--- src/lsl_pkg.sv ---
// Constants for the LVDS lane: register map, fields, widths.
// Assumes a 32-bit APB master and a single 25 MHz clock.
package lsl_pkg;

   // ---------------------------------------------------------------
   // Widths
   // ---------------------------------------------------------------
   localparam int ADDR_W   = 8;
   localparam int DATA_W   = 32;
   localparam int WORD_W   = 10;
   localparam int TAP_W    = 3;
   localparam int DLY_LEN  = 8;
   localparam int FIFO_DEP = 8;
   localparam int PTR_W    = 4;

   // ---------------------------------------------------------------
   // Register offsets
   // ---------------------------------------------------------------
   localparam logic [ADDR_W-1:0] OFS_CTRL   = 8'h00;
   localparam logic [ADDR_W-1:0] OFS_DELAY  = 8'h04;
   localparam logic [ADDR_W-1:0] OFS_STATUS = 8'h08;
   localparam logic [ADDR_W-1:0] OFS_RXDATA = 8'h0C;
   localparam logic [ADDR_W-1:0] OFS_TXDATA = 8'h10;

   // ---------------------------------------------------------------
   // Control fields
   // ---------------------------------------------------------------
   localparam int CTL_MODE   = 0;
   localparam int CTL_HALF   = 2;
   localparam int CTL_FIFO   = 3;
   localparam int CTL_ALIGN  = 4;
   localparam int CTL_TDYN   = 5;
   localparam int CTL_TERM   = 6;
   localparam int CTL_IBUF   = 7;
   localparam int CTL_ALT    = 8;
   localparam int CTL_OE     = 9;
   localparam int CTL_CLKOUT = 10;
   localparam int CTL_RXRST  = 11;
   localparam int CTL_TXRST  = 12;
   localparam int CTL_WIDTH  = 16;
   localparam logic [DATA_W-1:0] CTRL_RST  = 32'h000A_0000;
   localparam logic [DATA_W-1:0] CTRL_MASK = 32'h000F_1FFF;

   localparam logic [1:0] MODE_RX    = 2'h0;
   localparam logic [1:0] MODE_TX    = 2'h1;
   localparam logic [1:0] MODE_BIDIR = 2'h2;

   // Delay control fields
   localparam int DLY_EN  = 0;
   localparam int DLY_DIR = 1;
   localparam int DLY_CLR = 2;

   // Alignment training
   localparam logic [WORD_W-1:0] ALIGN_PATTERN = 10'h1F0;
   localparam logic [3:0]        LOCK_WORDS    = 4'h4;
   localparam logic [3:0]        WIDTH_MAX     = 4'hA;
   localparam logic [TAP_W-1:0]  TAP_MAX       = 3'h7;

   typedef enum logic [1:0] {ALN_IDLE, ALN_SEARCH, ALN_LOCKED} lsl_align_t;

endpackage

--- src/lsl_serdes_lane.sv ---
// LVDS lane: deserializer, serializer, delay/alignment, RX FIFO, APB.
// Assumes one clock mclk; pad inputs are asynchronous to it.
// Contract
// - Lane works as receive, transmit or both over one pad pair.
// - Serial word width programmable up to ten bits each way.
// - Full rate: one bit per fast clock, on its rising edge.
// - Half rate: fast clock at half bit rate, bits on both edges.
// - Optional eight-word receive FIFO toward the reader.
// - FIFO empty flag high while FIFO holds no word.
// - Receive reset clears FIFO and deserializer.
// - Phase alignment moves delay to bit centre, full rate only.
// - Lock output high once alignment training has locked.
// - With enable, direction 1 increments and 0 decrements delay.
// - Delay clear resets delay counter or alignment circuit.
// - Input buffer enable turns the receiver on or off.
// - Dynamic termination mode: control bit switches termination.
// - Alternate clock tap only in bypass, width one.
// - Each aligned received word presented on slow clock edge.
// - Transmit reset clears the serializer.
// - Output enable controls whether the pad pair is driven.
// - Transmit lane sends serial data or a reference clock.
`timescale 1ns/1ps
`default_nettype none

module lsl_serdes_lane (
   // Clock and reset
   input  wire logic        mclk,
   input  wire logic        rst_n,
   // APB slave
   input  wire logic        psel,
   input  wire logic        penable,
   input  wire logic        pwrite,
   input  wire logic [7:0]  paddr,
   input  wire logic [31:0] pwdata,
   output logic      [31:0] prdata,
   output logic             pready,
   output logic             pslverr,
   // Differential pads
   input  wire logic        rxPadP,
   input  wire logic        rxPadN,
   output logic             txPadP,
   output logic             txPadN,
   output logic             txPadOe,
   // Pad controls and status
   output logic             inputBufferOn,
   output logic             termEnable,
   output logic             alternateClockTap,
   output logic             serialBitClock,
   output logic             parallelWordClock,
   output logic             alignLock,
   output logic             fifoEmpty
);

   // ---------------------------------------------------------------
   // Declarations
   // ---------------------------------------------------------------
   logic [31:0] ctrl_r;
   logic [1:0]  delayCtl_r;
   logic [31:0] prdata_r;
   logic        popArm_r;
   logic [31:0] readMux;
   logic        setup, access, wrEn, mapped, dlyClear, rdPop;
   logic [1:0]  laneMode;
   logic        halfRate, fifoOn, autoAlign, altSel, clockOut;
   logic        rxReset, txReset, rxActive, txActive, alignActive;
   logic [3:0]  widthRaw, wordWidth;
   logic [9:0]  wordMask;
   logic        fastPhase_r, bitTick, wordTick;
   logic [3:0]  bitCnt_r;
   logic [1:0]  padSync1_r, padSync2_r;
   logic [7:0]  dlyLine_r;
   logic        sampledBit;
   logic [9:0]  rxShift_r, rxAsm, rxWord_r;
   logic        wordMatch;
   logic [9:0]  fifoMem [lsl_pkg::FIFO_DEP];
   logic [3:0]  wrPtr_r, rdPtr_r;
   logic        fifoFull, push;
   logic [2:0]  tap_r;
   logic [3:0]  matchCnt_r;
   lsl_pkg::lsl_align_t alignState_r;
   logic [9:0]  txWord_r, txCur_r;
   logic        txBit, txPadP_r, txPadN_r, txPadOe_r;
   logic        altTap_r, wordClk_r, termEn_r;

   // ---------------------------------------------------------------
   // Configuration decode
   // ---------------------------------------------------------------
   assign laneMode  = ctrl_r[lsl_pkg::CTL_MODE +: 2];
   assign halfRate  = ctrl_r[lsl_pkg::CTL_HALF];
   assign fifoOn    = ctrl_r[lsl_pkg::CTL_FIFO];
   assign autoAlign = ctrl_r[lsl_pkg::CTL_ALIGN];
   assign altSel    = ctrl_r[lsl_pkg::CTL_ALT];
   assign clockOut  = ctrl_r[lsl_pkg::CTL_CLKOUT];
   assign rxReset   = ctrl_r[lsl_pkg::CTL_RXRST];
   assign txReset   = ctrl_r[lsl_pkg::CTL_TXRST];
   assign widthRaw  = ctrl_r[lsl_pkg::CTL_WIDTH +: 4];
   assign wordWidth = (widthRaw == 4'h0) ? 4'h1 :
                      (widthRaw > lsl_pkg::WIDTH_MAX) ? lsl_pkg::WIDTH_MAX
                      : widthRaw;
   assign wordMask  = 10'h3FF >> (lsl_pkg::WIDTH_MAX - wordWidth);
   assign rxActive  = (laneMode != lsl_pkg::MODE_TX) && !rxReset;
   assign txActive  = (laneMode != lsl_pkg::MODE_RX) && !txReset;
   assign alignActive = autoAlign && !halfRate;

   // ---------------------------------------------------------------
   // APB slave
   // ---------------------------------------------------------------
   assign setup    = psel && !penable;
   assign access   = psel && penable;
   assign pready   = access;
   assign wrEn     = access && pwrite;
   assign mapped   = (paddr == lsl_pkg::OFS_CTRL)   ||
                     (paddr == lsl_pkg::OFS_DELAY)  ||
                     (paddr == lsl_pkg::OFS_STATUS) ||
                     (paddr == lsl_pkg::OFS_RXDATA) ||
                     (paddr == lsl_pkg::OFS_TXDATA);
   assign pslverr  = access && !mapped;
   assign prdata   = prdata_r;
   assign dlyClear = wrEn && (paddr == lsl_pkg::OFS_DELAY) &&
                     pwdata[lsl_pkg::DLY_CLR];
   // Read of RXDATA is the FIFO read strobe
   assign rdPop    = access && !pwrite && popArm_r && !fifoEmpty;

   always_comb begin
      readMux = 32'h0000_0000;
      if (paddr == lsl_pkg::OFS_CTRL) begin
         readMux = ctrl_r;
      end else if (paddr == lsl_pkg::OFS_DELAY) begin
         readMux = {30'h0, delayCtl_r};
      end else if (paddr == lsl_pkg::OFS_STATUS) begin
         readMux = {25'h0, tap_r, 1'b0, fifoFull, fifoEmpty, alignLock};
      end else if (paddr == lsl_pkg::OFS_RXDATA) begin
         if (!fifoOn) begin
            readMux = {22'h0, rxWord_r};
         end else if (!fifoEmpty) begin
            readMux = {22'h0, fifoMem[rdPtr_r[2:0]]};
         end
      end else if (paddr == lsl_pkg::OFS_TXDATA) begin
         readMux = {22'h0, txWord_r};
      end
   end

   always_ff @(posedge mclk) begin
      if (!rst_n) begin
         prdata_r <= 32'h0000_0000;
         popArm_r <= 1'b0;
      end else if (setup) begin
         prdata_r <= pwrite ? 32'h0000_0000 : readMux;
         popArm_r <= !pwrite && fifoOn && !fifoEmpty &&
                     (paddr == lsl_pkg::OFS_RXDATA);
      end
   end

   always_ff @(posedge mclk) begin
      if (!rst_n) begin
         ctrl_r     <= lsl_pkg::CTRL_RST;
         delayCtl_r <= 2'h0;
         txWord_r   <= 10'h000;
      end else if (wrEn) begin
         if (paddr == lsl_pkg::OFS_CTRL) begin
            ctrl_r <= pwdata & lsl_pkg::CTRL_MASK;
         end else if (paddr == lsl_pkg::OFS_DELAY) begin
            delayCtl_r <= pwdata[1:0];
         end else if (paddr == lsl_pkg::OFS_TXDATA) begin
            txWord_r <= pwdata[9:0];
         end
      end
   end

   // ---------------------------------------------------------------
   // Bit and word timing
   // ---------------------------------------------------------------
   // Full rate: bits on rising phase only
   // Half rate: bits on both phases
   assign bitTick  = halfRate ? 1'b1 : fastPhase_r;
   // Word rate is bit rate over width
   assign wordTick = bitTick && (bitCnt_r == wordWidth - 4'h1);
   assign serialBitClock    = fastPhase_r;
   assign parallelWordClock = wordClk_r;

   always_ff @(posedge mclk) begin
      if (!rst_n) begin
         fastPhase_r <= 1'b0;
         bitCnt_r    <= 4'h0;
         wordClk_r   <= 1'b0;
      end else begin
         fastPhase_r <= !fastPhase_r;
         wordClk_r   <= (bitCnt_r < (wordWidth >> 1));
         if (wordTick || bitCnt_r >= wordWidth) begin
            bitCnt_r <= 4'h0;
         end else if (bitTick) begin
            bitCnt_r <= bitCnt_r + 4'h1;
         end
      end
   end

   // ---------------------------------------------------------------
   // Pad input, delay line
   // ---------------------------------------------------------------
   always_ff @(posedge mclk) begin
      if (!rst_n) begin
         padSync1_r <= 2'h0;
         padSync2_r <= 2'h0;
         dlyLine_r  <= 8'h00;
      end else begin
         padSync1_r <= {rxPadN, rxPadP};
         padSync2_r <= padSync1_r;
         dlyLine_r  <= {dlyLine_r[6:0], padSync2_r[0] && !padSync2_r[1]};
      end
   end

   // Buffer off forces the received bit low
   assign sampledBit = inputBufferOn && dlyLine_r[tap_r];

   always_ff @(posedge mclk) begin
      if (!rst_n) begin
         termEn_r <= 1'b0;
         altTap_r <= 1'b0;
      end else begin
         termEn_r <= ctrl_r[lsl_pkg::CTL_TDYN] && ctrl_r[lsl_pkg::CTL_TERM];
         altTap_r <= (wordWidth == 4'h1) && altSel && rxActive && sampledBit;
      end
   end
   assign inputBufferOn     = ctrl_r[lsl_pkg::CTL_IBUF];
   assign termEnable        = termEn_r;
   assign alternateClockTap = altTap_r;

   // ---------------------------------------------------------------
   // Deserializer
   // ---------------------------------------------------------------
   always_comb begin
      rxAsm = rxShift_r;
      rxAsm[bitCnt_r] = sampledBit;
   end
   assign wordMatch = (rxAsm & wordMask) == (lsl_pkg::ALIGN_PATTERN & wordMask);

   always_ff @(posedge mclk) begin
      if (!rst_n || !rxActive) begin
         rxShift_r <= 10'h000;
         rxWord_r  <= 10'h000;
      end else if (wordTick) begin
         rxShift_r <= 10'h000;
         // Word presented at word boundary, masked
         rxWord_r  <= rxAsm & wordMask;
      end else if (bitTick) begin
         rxShift_r <= rxAsm;
      end
   end

   // ---------------------------------------------------------------
   // Receive FIFO
   // ---------------------------------------------------------------
   // Empty when pointers meet
   assign fifoEmpty = (wrPtr_r == rdPtr_r);
   assign fifoFull  = (wrPtr_r[3] != rdPtr_r[3]) &&
                      (wrPtr_r[2:0] == rdPtr_r[2:0]);
   assign push      = wordTick && rxActive && fifoOn && !fifoFull;

   always_ff @(posedge mclk) begin
      if (push) begin
         fifoMem[wrPtr_r[2:0]] <= rxAsm & wordMask;
      end
   end

   always_ff @(posedge mclk) begin
      if (!rst_n || rxReset) begin
         wrPtr_r <= 4'h0;
         rdPtr_r <= 4'h0;
      end else begin
         if (push) begin
            wrPtr_r <= wrPtr_r + 4'h1;
         end
         if (rdPop) begin
            rdPtr_r <= rdPtr_r + 4'h1;
         end
      end
   end

   // ---------------------------------------------------------------
   // Delay control and phase alignment
   // ---------------------------------------------------------------
   assign alignLock = (alignState_r == lsl_pkg::ALN_LOCKED);

   always_ff @(posedge mclk) begin
      if (!rst_n || dlyClear) begin
         tap_r        <= 3'h0;
         matchCnt_r   <= 4'h0;
         alignState_r <= lsl_pkg::ALN_IDLE;
      end else if (!alignActive) begin
         alignState_r <= lsl_pkg::ALN_IDLE;
         matchCnt_r   <= 4'h0;
         if (delayCtl_r[lsl_pkg::DLY_EN] && wordTick) begin
            if (delayCtl_r[lsl_pkg::DLY_DIR] && tap_r != lsl_pkg::TAP_MAX) begin
               tap_r <= tap_r + 3'h1;
            end else if (!delayCtl_r[lsl_pkg::DLY_DIR] && tap_r != 3'h0) begin
               tap_r <= tap_r - 3'h1;
            end
         end
      end else begin
         // Search tap until training word holds
         case (alignState_r)
            lsl_pkg::ALN_IDLE: begin
               if (delayCtl_r[lsl_pkg::DLY_EN]) begin
                  alignState_r <= lsl_pkg::ALN_SEARCH;
               end
            end
            lsl_pkg::ALN_SEARCH: begin
               if (!delayCtl_r[lsl_pkg::DLY_EN]) begin
                  alignState_r <= lsl_pkg::ALN_IDLE;
               end else if (wordTick && wordMatch) begin
                  matchCnt_r <= matchCnt_r + 4'h1;
                  if (matchCnt_r == lsl_pkg::LOCK_WORDS - 4'h1) begin
                     alignState_r <= lsl_pkg::ALN_LOCKED;
                  end
               end else if (wordTick) begin
                  matchCnt_r <= 4'h0;
                  tap_r      <= tap_r + 3'h1;
               end
            end
            lsl_pkg::ALN_LOCKED: begin
               if (wordTick && !wordMatch) begin
                  alignState_r <= lsl_pkg::ALN_SEARCH;
                  matchCnt_r   <= 4'h0;
               end
            end
            default: alignState_r <= lsl_pkg::ALN_IDLE;
         endcase
      end
   end

   // ---------------------------------------------------------------
   // Serializer
   // ---------------------------------------------------------------
   // Data or reference clock pattern
   assign txBit = clockOut ? (bitCnt_r < (wordWidth >> 1)) : txCur_r[bitCnt_r];

   always_ff @(posedge mclk) begin
      if (!rst_n || !txActive) begin
         txCur_r  <= 10'h000;
         txPadP_r <= 1'b0;
         txPadN_r <= 1'b1;
      end else begin
         // Word taken at word boundary, masked
         if (wordTick) begin
            txCur_r <= txWord_r & wordMask;
         end
         if (bitTick) begin
            txPadP_r <= txBit;
            txPadN_r <= !txBit;
         end
      end
   end

   always_ff @(posedge mclk) begin
      if (!rst_n) begin
         txPadOe_r <= 1'b0;
      end else begin
         txPadOe_r <= txActive && ctrl_r[lsl_pkg::CTL_OE];
      end
   end
   assign txPadP  = txPadP_r;
   assign txPadN  = txPadN_r;
   assign txPadOe = txPadOe_r;
endmodule // lsl_serdes_lane

`default_nettype wire

--- config.mk ---
export PLATFORM = sky130hd
export DESIGN_NAME = lsl_serdes_lane
export DESIGN_NICKNAME = d
export VERILOG_FILES = /design/src/lsl_pkg.sv /design/src/lsl_serdes_lane.sv
export SDC_FILE = /design/constraint.sdc
export NUM_CORES = 1
export LEC_CHECK = 0
export ABC_AREA = 1
export BUFFER_PORTS_ARGS = -buffer_cell sky130_fd_sc_hd__buf_2
export CELL_PAD_IN_SITES_DETAIL_PLACEMENT = 1
export CELL_PAD_IN_SITES_GLOBAL_PLACEMENT = 1
export CORE_MARGIN = 1
export CORE_UTILIZATION = 48
export DETAILED_ROUTE_END_ITERATION = 8
export GPL_TIMING_DRIVEN = 0
export PLACE_DENSITY_LB_ADDON = 0.1
export SYNTH_ARGS = -nofsm -noshare
export SYNTH_HDL_FRONTEND = slang
export SYNTH_SLANG_ARGS = --single-unit
--- constraint.sdc ---
create_clock -name mclk -period 6.7 [get_ports mclk]
set_input_delay 0.335 -clock mclk [delete_from_list [all_inputs] [get_ports mclk]]
set_output_delay 0.335 -clock mclk [all_outputs]
set_load 0.02 [all_outputs]
==> impl_metrics.sql <==
INSERT INTO impl_metrics (metric_group, metric, value, unit) VALUES
('outcome', 'status', 'finished, final reports clean', ''),
('logic_synthesis', 'synthesis.area_per_instance', '8.52', 'sq um'),
('sta', 'finalSetupViolations', '0', ''),
('logic_synthesis', 'top_cells_by_instance_count_after_synthesis', 'sky130_fd_sc_hd__nand2_1 (143), sky130_fd_sc_hd__inv_1 (136), sky130_fd_sc_hd__nor2_1 (126)', ''),
('logic_synthesis', 'synth_adder_area_share', '0.0311', ''),
('logic_synthesis', 'synthesis.yosys.warnings', '0', ''),
('drt', 'drc', '0', ''),
('drt', 'detailedRoute.firstPassIterationCount', '5', ''),
('logic_synthesis', 'share_of_the_synthesized_netlist_area_taken_by_xor_and_xnor_gates', '0.0122', ''),
('logic_synthesis', 'synth_most_common_cell', 'sky130_fd_sc_hd__nand2_1', ''),
('drt', 'final_antenna_net_count', '0', ''),
('logic_synthesis', 'synth_compound_area_frac', '0.162', ''),
('worst_setup_path', 'crit_fanout', '10', ''),
('clock_network', 'clk_transition_reported_paths', '0.07', 'ns'),
('global_routing', 'gr-usage-all-layers', '0.303', ''),
('min_path', 'worstHoldPathType', 'in -> reg', ''),
('global_routing', 'grt_antenna_before_repair', '0', ''),
('die', 'die_height', '141', 'um'),
('worst_setup_path', 'crit_arrival', '4.44', 'ns'),
('sta', 'finalHoldWorstSlack', '0.0745', 'ns'),
('logic_synthesis', 'synth_cell_types', '46', ''),
('die', 'coreArea', '18800', 'sq um'),
('pwr', 'power_density', '233', 'nW/um^2'),
('placed_design', 'placed_cells_incl_taps', '1398', ''),
('cells_and_area', 'antenna-diode-count', '0', ''),
('sta', 'finalHoldViolCount', '0', ''),
('drt', 'post_drt_via_cell_ratio', '5.61', ''),
('global_routing', 'grt_first_pass_wirelength', '45400', 'um'),
('logic_synthesis', 'synthMuxAreaShare', '0', ''),
('placed_design', 'finalWeightedCongestion', '0.833', ''),
('logic_synthesis', 'synthesis.area', '9240', 'sq um'),
('logic_synthesis', 'synth.largest_area_cell', 'sky130_fd_sc_hd__dfxtp_1', ''),
('worst_setup_path', 'required', '6.75', 'ns'),
('drt', 'first_iter_violations', '471', ''),
('clock_network', 'cts_made_buffers', '17', ''),
('job', 'timing.max_cap.violations', '0', ''),
('clock_network', 'cts_repair_resizes', '0', ''),
('die', 'number_of_placed_i_o_pins', '91', ''),
('sta', 'timing.max_slew.rel_slack', '0.154', ''),
('logic_synthesis', 'yosys_top_cell_area_share', '0.260', ''),
('drt', 'routed_wire_length_per_instance', '20.3', 'um'),
('cells_and_area', 'fin_util', '0.563', ''),
('placed_design', 'numPortBuffers', '59', ''),
('drt', 'route.vias.total', '8028', ''),
('sta', 'timing.clock.skew', '0.0107', 'ns'),
('clock_network', 'clkLatencyLatePin', '0.45', 'ns'),
('die', 'start_util', '0.492', ''),
('sta', 'finalCritPeriodShare', '0.655', ''),
('clock_network', 'clock_sink_count', '200', ''),
('logic_synthesis', 'synth_flop_cell', 'sky130_fd_sc_hd__dfxtp_1', ''),
('sta', 'timing.final.crit_period', '4.39', 'ns'),
('sta', 'max_freq', '0.228', 'GHz'),
('cells_and_area', 'drive_above_1_share', '0.135', ''),
('clock_network', 'tritoncts', 'yes', ''),
('logic_synthesis', 'synth-simple-area-share', '0.185', ''),
('logic_synthesis', 'synth_enable_flop_cells', '80', ''),
('cells_and_area', 'design.final.nets', '1253', ''),
('logic_synthesis', 'synth_top_cells_by_area', 'sky130_fd_sc_hd__dfxtp_1 (26%), sky130_fd_sc_hd__edfxtp_1 (26%), sky130_fd_sc_hd__nand2_1 (5.8%), sky130_fd_sc_hd__o21ai_0 (5.7%), sky130_fd_sc_hd__inv_1 (5.5%)', ''),
('placed_design', 'place.detailed.hpwl', '21300', 'um'),
('logic_synthesis', 'number_of_register_bits_inferred_by_synthesis', '200', ''),
('logic_synthesis', 'postSynth.asyncResetShare', '0', ''),
('clock_network', 'clock_tree.root_cell', 'sky130_fd_sc_hd__clkbuf_16', ''),
('clock_network', 'cts_max_path_buffers', '2', ''),
('global_routing', 'grt_max_degree', '19', ''),
('worst_setup_path', 'critical_path.startpoint_type', 'register', ''),
('pwr', 'leakagePower', '4.44', 'nW'),
('cells_and_area', 'syn2layout_area_growth', '14.2', '%'),
('sta', 'worst-slew-pin-transition', '1.26', 'ns'),
('sta', 'final-max-slew-violation-count', '0', ''),
('sta', 'fin_setup_tns', '0', 'ns'),
('worst_setup_path', 'cp-end-kind', 'register', '');
[worst max-delay path: stages (launching register included)]
cell	delay, ns
sky130_fd_sc_hd__dfxtp_1	0.43
sky130_fd_sc_hd__inv_2	0.08
sky130_fd_sc_hd__a21oi_2	0.24
sky130_fd_sc_hd__nand2_2	0.09
sky130_fd_sc_hd__a21oi_1	0.30
sky130_fd_sc_hd__inv_1	0.14
sky130_fd_sc_hd__ha_1	0.39
sky130_fd_sc_hd__xor2_1	0.18
sky130_fd_sc_hd__nor3_1	0.12
sky130_fd_sc_hd__o21ai_0	0.10
sky130_fd_sc_hd__a21oi_1	0.15
sky130_fd_sc_hd__nand2_2	0.22
sky130_fd_sc_hd__nor2_4	0.19
sky130_fd_sc_hd__inv_1	0.08
sky130_fd_sc_hd__or2_1	0.29
sky130_fd_sc_hd__nor2_1	0.97
[power by group]
| part | internal (mW) | switching, mW | leakage [nW] |
|---|---|---|---|
| sequential | 1.28 | 0.00555 | 1.71 |
| clock | 0.556 | 0.486 | 0.270 |
| combinational | 0.0382 | 0.0937 | 2.46 |
[state kept, by name (all words and copies together) (netlist names), 2 cells and up, named ones only]
register,flops
alignState_r,2
bitCnt_r,4
txWord_r,10
rdPtr_r,4
fifoMem,80
delayCtl_r,2
wrPtr_r,4
dlyLine_r,8
txCur_r,10
padSync2_r,2
padSync1_r,2
matchCnt_r,4
rxWord_r,10
tap_r,3
rxShift_r,10
prdata,17
ctrl_r,17
[final cells by class]
type                       count  area [sq um]
buffer                        56           284
clock buffer                  19           433
clock inverter                13           145
fill                        2265          8210
inverter                     144           541
multi-input combinational    699          3700
sequential                   200          4800
tap                          234           293
timing repair buffer          65           363
[final timing paths]
check                           slack, ns  cells past startpoint                startpoint                        to
worst max register to register       2.31                     15   ctrl_r[18]$_SDFFE_PN0P_   fifoMem[6][9]$_DFFE_PP_
worst min register to register       0.39                      1  padSync2_r[1]$_SDFF_PN0_   dlyLine_r[0]$_SDFF_PN0_
worst max-delay path                 2.31                     15   ctrl_r[18]$_SDFFE_PN0P_   fifoMem[6][9]$_DFFE_PP_
worst min-delay path                 0.07                      3                    rxPadP  padSync1_r[0]$_SDFF_PN0_
[cell usage in the layout (no fill, tap or decap), drive strengths merged]
| master | instances |
|---|---|
| a21boi | 3 |
| clkinvlp | 4 |
| o311ai | 1 |
| nand3b | 1 |
| nor4 | 2 |
| bufinv | 2 |
| conb | 15 |
| edfxtp | 80 |
| nand2 | 151 |
| a32oi | 1 |
| a21oi | 99 |
| o221ai | 12 |
| o2111ai | 1 |
| ha | 23 |
| xnor2 | 2 |
| clkbuf | 51 |
| xor2 | 10 |
| or2 | 1 |
| o31ai | 3 |
| clkinv | 4 |
| nand4 | 11 |
| o211ai | 6 |
| o21ai | 110 |
| nor3 | 18 |
| nand3 | 65 |
| buf | 89 |
| o22ai | 9 |
| a211o | 5 |
| a22oi | 3 |
| dfxtp | 120 |
| a211oi | 7 |
| nor2 | 133 |
| a31oi | 6 |
| inv | 147 |
| a21o | 1 |
[metal layers]
metal	wire length (um)	vias to the layer above	track usage
met1	12700	3959	0.380
met4	679	0	0.116
met3	1020	45	0.0418
li1	-	3819	-
met5	0	-	0
met2	14700	205	0.531
[through the flow]
step | area [sq um] | worst slack, ns | power [mW]
global placement | 9880 | 2.07 | 1.44
floorplan | 9300 | 3.20 | 1.39
global route | 10600 | 1.99 | 2.53
detailed placement | 9980 | 2.35 | 1.44
finish | 10600 | 2.31 | 2.46
CTS | 10600 | 2.31 | 2.46
[logic make-up after synthesis]
kind of cell               after synthesis
buffers and inverters                  200
xor gates and xnor gates                12
other                                    1
AOI/OAI and AO/OA                      267
DFF                                    200
and+or+nand+nor                        382
adders and majority gates               23
Power figures use the tool's default switching activity.
